## src/rps_pkg.sv

```systemverilog
// constants and types shared by the remote port front end
package rps_pkg;
	localparam int RPS_CLK_HZ = 20_000_000;
	// high rate keeps a request and its acknowledge short
	localparam int RPS_BAUD = 115_200;
	localparam int RPS_BIT_CYCLES = RPS_CLK_HZ / RPS_BAUD;
	localparam logic [12:0] RPS_BIT_CYC = 13'(RPS_BIT_CYCLES);
	localparam logic [12:0] RPS_HALF_CYC = 13'(RPS_BIT_CYCLES / 2);
	localparam logic [15:0] RPS_CRC_SEED = 16'hffff;
	localparam logic [15:0] RPS_CRC_POLY = 16'h1021;
	localparam logic [2:0] RPS_SPI_CNT_RST = 3'h0;
	localparam logic [1:0] RPS_BYTE_CNT_RST = 2'h0;

	typedef enum logic [2:0] {
		RPS_TX_IDLE = 3'b000,
		RPS_TX_CMD = 3'b001,
		RPS_TX_CRC0 = 3'b010,
		RPS_TX_CRC1 = 3'b011,
		RPS_TX_MSG = 3'b100
	} rps_tx_state_e;
endpackage

```

## src/rps_crc.sv

```systemverilog
// byte-wise crc16 ccitt, lsb first shifting of each byte
`timescale 1ns/1ns
module rps_crc
	import rps_pkg::*;
(
	// clock and reset
	input wire logic sys_clk,
	input wire logic reset_n,
	// control
	input wire logic seed,
	input wire logic feed,
	input wire logic [7:0] data,
	// result
	output logic [15:0] crc
);
	function automatic logic [15:0] crc_byte(input logic [15:0] c, input logic [7:0] d);
		logic [15:0] r;
		r = c;
		for (int i = 0; i < 8; i++) begin
			if (r[15] ^ d[i]) begin
				r = {r[14:0], 1'b0} ^ RPS_CRC_POLY;
			end else begin
				r = {r[14:0], 1'b0};
			end
		end
		return r;
	endfunction

	always_ff @(posedge sys_clk) begin
		if (!reset_n) begin
			crc <= RPS_CRC_SEED;
		end else if (seed) begin
			crc <= RPS_CRC_SEED;
		end else if (feed) begin
			crc <= crc_byte(crc, data);
		end
	end
endmodule

```

## src/rps_remote_port.sv

```systemverilog
// remote port front end: spi slave or half-duplex uart on shared pins
`timescale 1ns/1ns
// Function
// The strap low selects the spi slave and high selects the uart.
// Shared pins serve as select, data in, clock, data out and irq, or as two ios, rx, tx, dir.
// With the uart selected the select and data-in pins are left to general io.
// The spi port is a slave only, mode one, sharing the bus with other slaves.
// The serial output floats whenever no transfer is under way.
// The host holds the spi clock low while idle.
// Both sides change their data bit on the rising spi clock edge.
// Both sides sample incoming data on the falling spi clock edge.
// Slave select and irq are both active low.
// The uart is half duplex and never sends while the host sends.
// Every uart request from the host is answered by an acknowledge.
// The device may send an unsolicited message on its own.
// A request starts with a command byte; uart adds a two-byte crc, so does the acknowledge.
// Uart characters go lsb first and multi-byte values low byte first.
// The uart crc is ccitt sixteen-bit seeded with all ones.
// The direction output is high while the uart transmits.
module rps_remote_port
	import rps_pkg::*;
(
	// clock and reset
	input wire logic sys_clk,
	input wire logic reset_n,
	// interface select strap
	input wire logic uart_select,
	// shared pins
	input wire logic shared_select_io_a_pin,
	input wire logic shared_din_io_b_pin,
	input wire logic sck_rxd_pin,
	output logic miso_txd_out,
	output logic miso_txd_oe_n,
	output logic shared_irq_direction_pin,
	// spi user side
	input wire logic [7:0] spi_tx_data,
	input wire logic irq_req,
	output logic [7:0] spi_rx_data,
	output logic spi_rx_valid,
	// uart user side
	input wire logic msg_start,
	input wire logic [7:0] msg_data,
	output logic [7:0] uart_cmd,
	output logic uart_cmd_valid,
	output logic uart_busy,
	// general io seen on shared pins in uart mode
	output logic general_io_a,
	output logic general_io_b
);
	logic sel_s, din_s, sck_s, strap_s;
	logic sck_d_reg, uart_reg;
	logic sck_rise, sck_fall, spi_active, uart_mode;

	// select resets to its idle level so miso stays released after reset
	rps_sync #(.RST_VAL(1'b1)) u_sync_sel (.sys_clk(sys_clk), .reset_n(reset_n),
		.din(shared_select_io_a_pin), .dout(sel_s));
	rps_sync u_sync_din (.sys_clk(sys_clk), .reset_n(reset_n),
		.din(shared_din_io_b_pin), .dout(din_s));
	rps_sync u_sync_sck (.sys_clk(sys_clk), .reset_n(reset_n),
		.din(sck_rxd_pin), .dout(sck_s));
	rps_sync u_sync_strap (.sys_clk(sys_clk), .reset_n(reset_n),
		.din(uart_select), .dout(strap_s));

	// strap level decides the mode, caught on the clock
	always_ff @(posedge sys_clk) begin
		if (!reset_n) begin
			uart_reg <= 1'b0;
			sck_d_reg <= 1'b0;
		end else begin
			uart_reg <= strap_s;
			sck_d_reg <= sck_s;
		end
	end
	assign uart_mode = uart_reg;
	assign sck_rise = sck_s && !sck_d_reg;
	assign sck_fall = !sck_s && sck_d_reg;
	// select is active low and only counts in spi mode
	assign spi_active = !uart_mode && !sel_s;

	// ---------------- spi slave, mode 1 ----------------
	logic [2:0] spi_cnt_reg;
	logic [7:0] spi_shift_reg, spi_out_reg;
	logic spi_first_reg;

	always_ff @(posedge sys_clk) begin
		if (!reset_n) begin
			spi_cnt_reg <= RPS_SPI_CNT_RST;
			spi_shift_reg <= 8'h00;
			spi_out_reg <= 8'h00;
			spi_first_reg <= 1'b1;
			spi_rx_data <= 8'h00;
			spi_rx_valid <= 1'b0;
		end else begin
			spi_rx_valid <= 1'b0;
			if (!spi_active) begin
				spi_cnt_reg <= RPS_SPI_CNT_RST;
				spi_first_reg <= 1'b1;
			end else begin
				// shift out on rising edge, msb first
				if (sck_rise) begin
					if (spi_first_reg) begin
						spi_out_reg <= spi_tx_data;
						spi_first_reg <= 1'b0;
					end else begin
						spi_out_reg <= {spi_out_reg[6:0], 1'b0};
					end
				end
				// sample on falling edge
				if (sck_fall) begin
					spi_shift_reg <= {spi_shift_reg[6:0], din_s};
					spi_cnt_reg <= 3'(spi_cnt_reg + 3'h1);
					if (spi_cnt_reg == 3'h7) begin
						spi_rx_data <= {spi_shift_reg[6:0], din_s};
						spi_rx_valid <= 1'b1;
						spi_first_reg <= 1'b1;
					end
				end
			end
		end
	end

	// ---------------- uart receive ----------------
	logic [12:0] rx_tmr_reg;
	logic [3:0] rx_bit_reg;
	logic [7:0] rx_shift_reg;
	logic rx_busy_reg, rx_done_reg;
	logic [1:0] rx_byte_reg;
	logic tx_busy;

	always_ff @(posedge sys_clk) begin
		if (!reset_n) begin
			rx_tmr_reg <= 13'h0000;
			rx_bit_reg <= 4'h0;
			rx_shift_reg <= 8'h00;
			rx_busy_reg <= 1'b0;
			rx_done_reg <= 1'b0;
		end else begin
			rx_done_reg <= 1'b0;
			// no reception while transmitting: half duplex
			if (!uart_mode || tx_busy) begin
				rx_busy_reg <= 1'b0;
			end else if (!rx_busy_reg) begin
				if (!sck_s) begin
					rx_busy_reg <= 1'b1;
					rx_tmr_reg <= RPS_HALF_CYC;
					rx_bit_reg <= 4'h0;
				end
			end else if (rx_tmr_reg != 13'h0000) begin
				rx_tmr_reg <= 13'(rx_tmr_reg - 13'h0001);
			end else begin
				rx_tmr_reg <= RPS_BIT_CYC - 13'h0001;
				rx_bit_reg <= 4'(rx_bit_reg + 4'h1);
				if (rx_bit_reg == 4'h0) begin
					if (sck_s) begin
						rx_busy_reg <= 1'b0;
					end
				end else if (rx_bit_reg <= 4'h8) begin
					rx_shift_reg <= {sck_s, rx_shift_reg[7:1]};
				end else if (rx_bit_reg == 4'h9) begin
					// stay busy to the end of the stop bit, so an answer
					// never overlaps the host's own stop bit
					rx_done_reg <= sck_s;
					rx_tmr_reg <= RPS_HALF_CYC - 13'h0004;
				end else begin
					rx_busy_reg <= 1'b0;
				end
			end
		end
	end

	// request framing: command then crc low, crc high
	logic [15:0] rx_crc, tx_crc;
	logic [7:0] cmd_reg;
	logic ack_pend_reg;

	rps_crc u_rx_crc (.sys_clk(sys_clk), .reset_n(reset_n),
		.seed(!rx_busy_reg && rx_byte_reg == RPS_BYTE_CNT_RST), .feed(rx_done_reg),
		.data(rx_shift_reg), .crc(rx_crc));

	always_ff @(posedge sys_clk) begin
		if (!reset_n) begin
			rx_byte_reg <= RPS_BYTE_CNT_RST;
			cmd_reg <= 8'h00;
			ack_pend_reg <= 1'b0;
			uart_cmd <= 8'h00;
			uart_cmd_valid <= 1'b0;
		end else begin
			uart_cmd_valid <= 1'b0;
			if (ack_pend_reg && tx_busy) begin
				ack_pend_reg <= 1'b0;
			end
			if (rx_done_reg) begin
				case (rx_byte_reg)
					2'h0: begin
						cmd_reg <= rx_shift_reg;
						rx_byte_reg <= 2'h1;
					end
					2'h1: begin
						rx_byte_reg <= 2'h2;
					end
					default: begin
						rx_byte_reg <= RPS_BYTE_CNT_RST;
						uart_cmd <= cmd_reg;
						uart_cmd_valid <= 1'b1;
						ack_pend_reg <= 1'b1;
					end
				endcase
			end
		end
	end

	// ---------------- uart transmit ----------------
	rps_tx_state_e tx_state_reg;
	logic [12:0] tx_tmr_reg;
	logic [3:0] tx_bit_reg;
	logic [9:0] tx_frame_reg;
	logic tx_load, tx_shift_busy_reg, tx_seed;
	logic [7:0] tx_byte;

	assign tx_busy = tx_state_reg != RPS_TX_IDLE;
	assign tx_seed = tx_state_reg == RPS_TX_IDLE;
	assign tx_load = tx_busy && !tx_shift_busy_reg && (tx_bit_reg == 4'h0);

	always_comb begin
		tx_byte = cmd_reg;
		case (tx_state_reg)
			RPS_TX_CRC0: tx_byte = tx_crc[7:0];
			RPS_TX_CRC1: tx_byte = tx_crc[15:8];
			RPS_TX_MSG: tx_byte = msg_data;
			default: tx_byte = cmd_reg;
		endcase
	end

	rps_crc u_tx_crc (.sys_clk(sys_clk), .reset_n(reset_n),
		.seed(tx_seed), .feed(tx_load && (tx_state_reg == RPS_TX_CMD)),
		.data(tx_byte), .crc(tx_crc));

	always_ff @(posedge sys_clk) begin
		if (!reset_n) begin
			tx_state_reg <= RPS_TX_IDLE;
			tx_tmr_reg <= 13'h0000;
			tx_bit_reg <= 4'h0;
			tx_frame_reg <= 10'h3ff;
			tx_shift_busy_reg <= 1'b0;
		end else if (!uart_mode) begin
			tx_state_reg <= RPS_TX_IDLE;
			tx_shift_busy_reg <= 1'b0;
			tx_bit_reg <= 4'h0;
		end else if (tx_state_reg == RPS_TX_IDLE) begin
			// start only when the line is quiet
			if (!rx_busy_reg && rx_byte_reg == RPS_BYTE_CNT_RST) begin
				if (ack_pend_reg) begin
					tx_state_reg <= RPS_TX_CMD;
				end else if (msg_start) begin
					tx_state_reg <= RPS_TX_MSG;
				end
			end
		end else if (tx_load) begin
			tx_frame_reg <= {1'b1, tx_byte, 1'b0};
			tx_shift_busy_reg <= 1'b1;
			tx_tmr_reg <= RPS_BIT_CYC - 13'h0001;
			tx_bit_reg <= 4'h1;
		end else if (tx_tmr_reg != 13'h0000) begin
			tx_tmr_reg <= 13'(tx_tmr_reg - 13'h0001);
		end else if (tx_bit_reg != 4'ha) begin
			tx_frame_reg <= {1'b1, tx_frame_reg[9:1]};
			tx_tmr_reg <= RPS_BIT_CYC - 13'h0001;
			tx_bit_reg <= 4'(tx_bit_reg + 4'h1);
		end else begin
			tx_bit_reg <= 4'h0;
			tx_shift_busy_reg <= 1'b0;
			case (tx_state_reg)
				RPS_TX_CMD: tx_state_reg <= RPS_TX_CRC0;
				RPS_TX_CRC0: tx_state_reg <= RPS_TX_CRC1;
				default: tx_state_reg <= RPS_TX_IDLE;
			endcase
		end
	end

	// ---------------- pin drivers ----------------
	always_ff @(posedge sys_clk) begin
		if (!reset_n) begin
			miso_txd_out <= 1'b0;
			miso_txd_oe_n <= 1'b1;
			shared_irq_direction_pin <= 1'b1;
			uart_busy <= 1'b0;
			general_io_a <= 1'b0;
			general_io_b <= 1'b0;
		end else if (uart_mode) begin
			miso_txd_out <= tx_shift_busy_reg ? tx_frame_reg[0] : 1'b1;
			miso_txd_oe_n <= !tx_busy;
			shared_irq_direction_pin <= tx_busy;
			uart_busy <= tx_busy;
			general_io_a <= sel_s;
			general_io_b <= din_s;
		end else begin
			miso_txd_out <= spi_out_reg[7];
			miso_txd_oe_n <= !spi_active;
			shared_irq_direction_pin <= !irq_req;
			uart_busy <= 1'b0;
			general_io_a <= 1'b0;
			general_io_b <= 1'b0;
		end
	end
endmodule

```

## src/rps_sync.sv

```systemverilog
// two flip-flop synchroniser for one pin
`timescale 1ns/1ns
module rps_sync #(
	// level held in reset, the idle level of the pin
	parameter logic RST_VAL = 1'b0
) (
	// clock and reset
	input wire logic sys_clk,
	input wire logic reset_n,
	// level in and out
	input wire logic din,
	output logic dout
);
	logic meta_reg;

	always_ff @(posedge sys_clk) begin
		if (!reset_n) begin
			meta_reg <= RST_VAL;
			dout <= RST_VAL;
		end else begin
			meta_reg <= din;
			dout <= meta_reg;
		end
	end
endmodule

```

## config.mk

```make
export PLATFORM = sky130hd
export DESIGN_NAME = rps_remote_port
export DESIGN_NICKNAME = d
export VERILOG_FILES = /design/src/rps_pkg.sv /design/src/rps_crc.sv /design/src/rps_remote_port.sv /design/src/rps_sync.sv
export SDC_FILE = /design/constraint.sdc
export NUM_CORES = 1
export LEC_CHECK = 0
export BUFFER_PORTS_ARGS = -buffer_cell sky130_fd_sc_hd__buf_2
export CAP_MARGIN = 20
export CORE_MARGIN = 5
export CORE_UTILIZATION = 55
export CTS_BUF_LIST = sky130_fd_sc_hd__clkbuf_4 sky130_fd_sc_hd__clkbuf_8
export DETAILED_ROUTE_END_ITERATION = 12
export PLACE_DENSITY = 0.74
export SYNTH_ARGS = -nofsm -noshare
export SYNTH_HDL_FRONTEND = slang
export SYNTH_SLANG_ARGS = --single-unit
```

## constraint.sdc

```tcl
create_clock -name sys_clk -period 2.4 [get_ports sys_clk]
set_input_delay 0.24 -clock sys_clk [delete_from_list [all_inputs] [get_ports sys_clk]]
set_output_delay 0.24 -clock sys_clk [all_outputs]
set_load 0.1 [all_outputs]
```

==> run_results.csv <==
group,metric,value,unit
power,ir_drop,354,uV
clock_tree,cts-root-buf,"clkbuf_8",
flow_run,drv_cap,0,
worst_setup_path,rrSetupSlack,0.19,ns
grt,grt_max_degree,38,
detailed_routing,drc,0,
worst_setup_path,cp-start-kind,"flop",
sta,skew,0.00919,ns
finish,nNetsFinal,793,
grt,grt_pass1_vias,4793,
yosys,yosys_warnings,0,
worst_setup_path,rr_worst_depth,9,
detailed_routing,viasPerCell,5.53,
grt,grt_pass1_wl,22600,um
finish,drive_gt1_frac,0.172,
detailed_routing,num_vias,5021,
yosys,synth_area,0.00605,sq mm
hold_path,min_path_cells,2,
worst_setup_path,worstSetupEndpointType,"flop",
finish,fillerInstances,884,
sta,maxSlewHeadroom,0.464,
finish,seq_area,0.00274,sq mm
finish,multi_input_area,0.00313,sq mm
placement,io_buffers,47,
status,status,"finished clean",
sta,finalHoldViolCount,0,
clock_tree,cts_buffer_depth,2,
clock_tree,path_clk_slew,0.08,ns
detailed_routing,routedWlPerCell,14.6,um
sta,finalMaxSlewViolations,0,
die,fp-row-count,38,
yosys,synth_edf_count,0,
yosys,synth_seq_cells,137,
power,combPwrFrac,0.044,
yosys,syn_nets,732,
power,power_switching,1.01,mW
clock_tree,htree_levels,4,
sta,setup_viol,0,
worst_setup_path,worstPathMaxFanout,5,
power,switching_share,0.234,
hold_path,hold_end,"u_sync_strap.meta_reg",
clock_tree,cts_tree,"yes",
detailed_routing,drt_pass1_iterations,5,
yosys,syn_area_per_cell,8.69,sq um
sta,tightestPinTransition,0.797,ns
hold_path,hp-class,"primary input to flop",
power,internal-power,3.33,mW
detailed_routing,ant_nets,0,
die,die_y,115,um
worst_setup_path,cp.required,2.77,ns
yosys,synthFlopType,"dfxtp_1",
detailed_routing,drt_wl_total,13300,um
placement,gp_congestion,0.848,
hold_path,worstHoldStart,"uart_select",
worst_setup_path,cp.arrival,2.59,ns
die,start_util,0.560,
power,p_leak,2.82,nW
detailed_routing,drt_iter0_drc,309,
grt,grt_overflow,0,
worst_setup_path,worst_r2r_endpoint,"tx_tmr_reg[7]",
die,chipWidth,115,um
die,design.die.area,0.0132,sq mm
placement,placed_cell_area,0.00649,sq mm
clock_tree,cts_num_sinks,137,
sta,finalCriticalPeriod,2.21,ns
yosys,synth.distinct_cells,60,
sta,finalCritPeriodShare,0.922,
grt,antenna_found_initial,0,
sta,fmax,452,MHz
grt,grtUsageTotal,0.212,
clock_tree,numCtsBuffers,17,
finish,diodes,0,
finish,area_growth,14.6,%
yosys,async_flop_share,0,
worst_setup_path,critPathKind,"flop to flop",
yosys,synth-seq-area-share,0.454,
die,coreArea,0.0108,sq mm
power,clkPwrFrac,0.425,
sta,final.setup.tns,0,ns
power,seq_power_share,0.530,
worst_setup_path,rr_startpoint,"tx_bit_reg[0]",
finish,final_area,0.00693,sq mm
finish,largest_reg_flops,16,
yosys,synth_cells,696,
power,powerDensity,626,mW/mm^2
die,io_pins,48,
placement,place.detailed.hpwl,9240,um
clock_tree,clkLatencyLatePin,0.44,ns
==> synthesized netlist by cell type, types with 12 or more instances <==
cell type / n / share of area
nand2_1: 110 / 0.068
ha_1: 12 / 0.025
nor2_1: 84 / 0.052
dfxtp_1: 137 / 0.45
inv_1: 13 / 0.0081
clkbuf_1: 24 / 0.015
o21ai_0: 20 / 0.017
xor2_1: 13 / 0.019
mux2i_1: 30 / 0.050
xnor2_1: 21 / 0.030
nand3_1: 20 / 0.017
and2_1: 13 / 0.013
a21oi_1: 65 / 0.054
==> cells by family after synthesis <==
group                    synth area share
flip-flops                          0.454
buffers and inverters              0.0333
AO/OA/AOI/OAI                       0.150
AND/OR/NAND/NOR                     0.217
XOR/XNOR                           0.0699
adder cells (fa/ha/maj)            0.0248
multiplexers                       0.0515
==> final cells by class <==
type                    count  area share
clock buffers              20      0.0379
clock inverters            10      0.0175
well taps                 140      0.0253
inverters                  14     0.00758
flip-flops and latches    137       0.396
multi-input cells         513       0.452
repair buffers             74      0.0642
==> power by group through the flow <==
stage | clock network [mW] | registers, mW | logic, mW
finish | 1.85 | 2.30 | 0.192
global route | 2.00 | 2.31 | 0.210
CTS | 1.88 | 2.30 | 0.188
detailed placement | 0 | 2.36 | 0.182
global placement | 0 | 2.36 | 0.180
floorplan | 0 | 2.37 | 0.110
==> metal layers <==
| layer | up-vias | track usage | routed length, um | share of wire |
|---|---|---|---|---|
| met5 | - | 0 | 0 | 0 |
| met4 | 0 | 0.0790 | 170 | 0.013 |
| met3 | 14 | 0.0516 | 763 | 0.057 |
| met2 | 143 | 0.342 | 6160 | 0.46 |
| met1 | 2334 | 0.277 | 6190 | 0.47 |
| li1 | 2530 | - | - | - |
==> through the flow <==
stage / cells / utilization / total power [mW] / worst slack [ns] / hold slack [ns]
6_report: 908 / 0.642 / 4.34 / 0.187 / 0.0333
5_1_grt: 908 / 0.642 / 4.51 / -0.0119 / 0.00659
4_1_cts: 907 / 0.639 / 4.37 / 0.0372 / 0.0104
3_5_place_dp: 874 / 0.601 / 2.54 / 0.0508 / 0.392
2_1_floorplan: 696 / - / 2.48 / 0.204 / 0.341
3_3_place_gp: 874 / 0.601 / 2.54 / 0.180 / 0.394
==> what timing repair did <==
item	in CTS	in global routing
endpoints found under the setup margin	0	24
endpoints found under the hold margin	3	0
hold buffers	3	0
setup buffers	0	1
resized for setup	0	5
==> critical path, cell delays in order, from the launching register on <==
cell and delay [ns]:
dfxtp_1 0.40, inv_1 0.10, ha_1 0.22, and3b_1 0.20, and3_1 0.19, a21oi_4 0.18
nand3b_1 0.14, or4_1 0.44, xor2_1 0.16, a21oi_1 0.13
==> worst max-delay path by stage <==
| stage | startpoint | to | cells after the start |
|---|---|---|---|
| 5_1_grt | tx_tmr_reg[8] | tx_tmr_reg[1] | 8 |
| 4_1_cts | rx_tmr_reg[0] | rx_shift_reg[6] | 8 |
| 6_report | tx_bit_reg[0] | tx_tmr_reg[7] | 9 |
| 3_5_place_dp | rx_tmr_reg[0] | rx_shift_reg[6] | 8 |
| 2_1_floorplan | tx_state_reg[0] | u_tx_crc.crc[13] | 9 |
| 3_3_place_gp | tx_state_reg[0] | u_tx_crc.crc[7] | 8 |
==> placed cells by master (no fill, tap or decap), drive strengths merged, types with 8 or more instances in the layout <==
cell type	instances
nand2	110
a211oi	8
inv	16
xor2	14
xnor2	27
mux2i	30
clkbuf	20
buf	71
nand3	20
dfxtp	137
nor2	84
o211ai	9
o21ai	28
and2	14
ha	12
a21oi	67
nor3	9
Power figures use the tool's default switching activity.
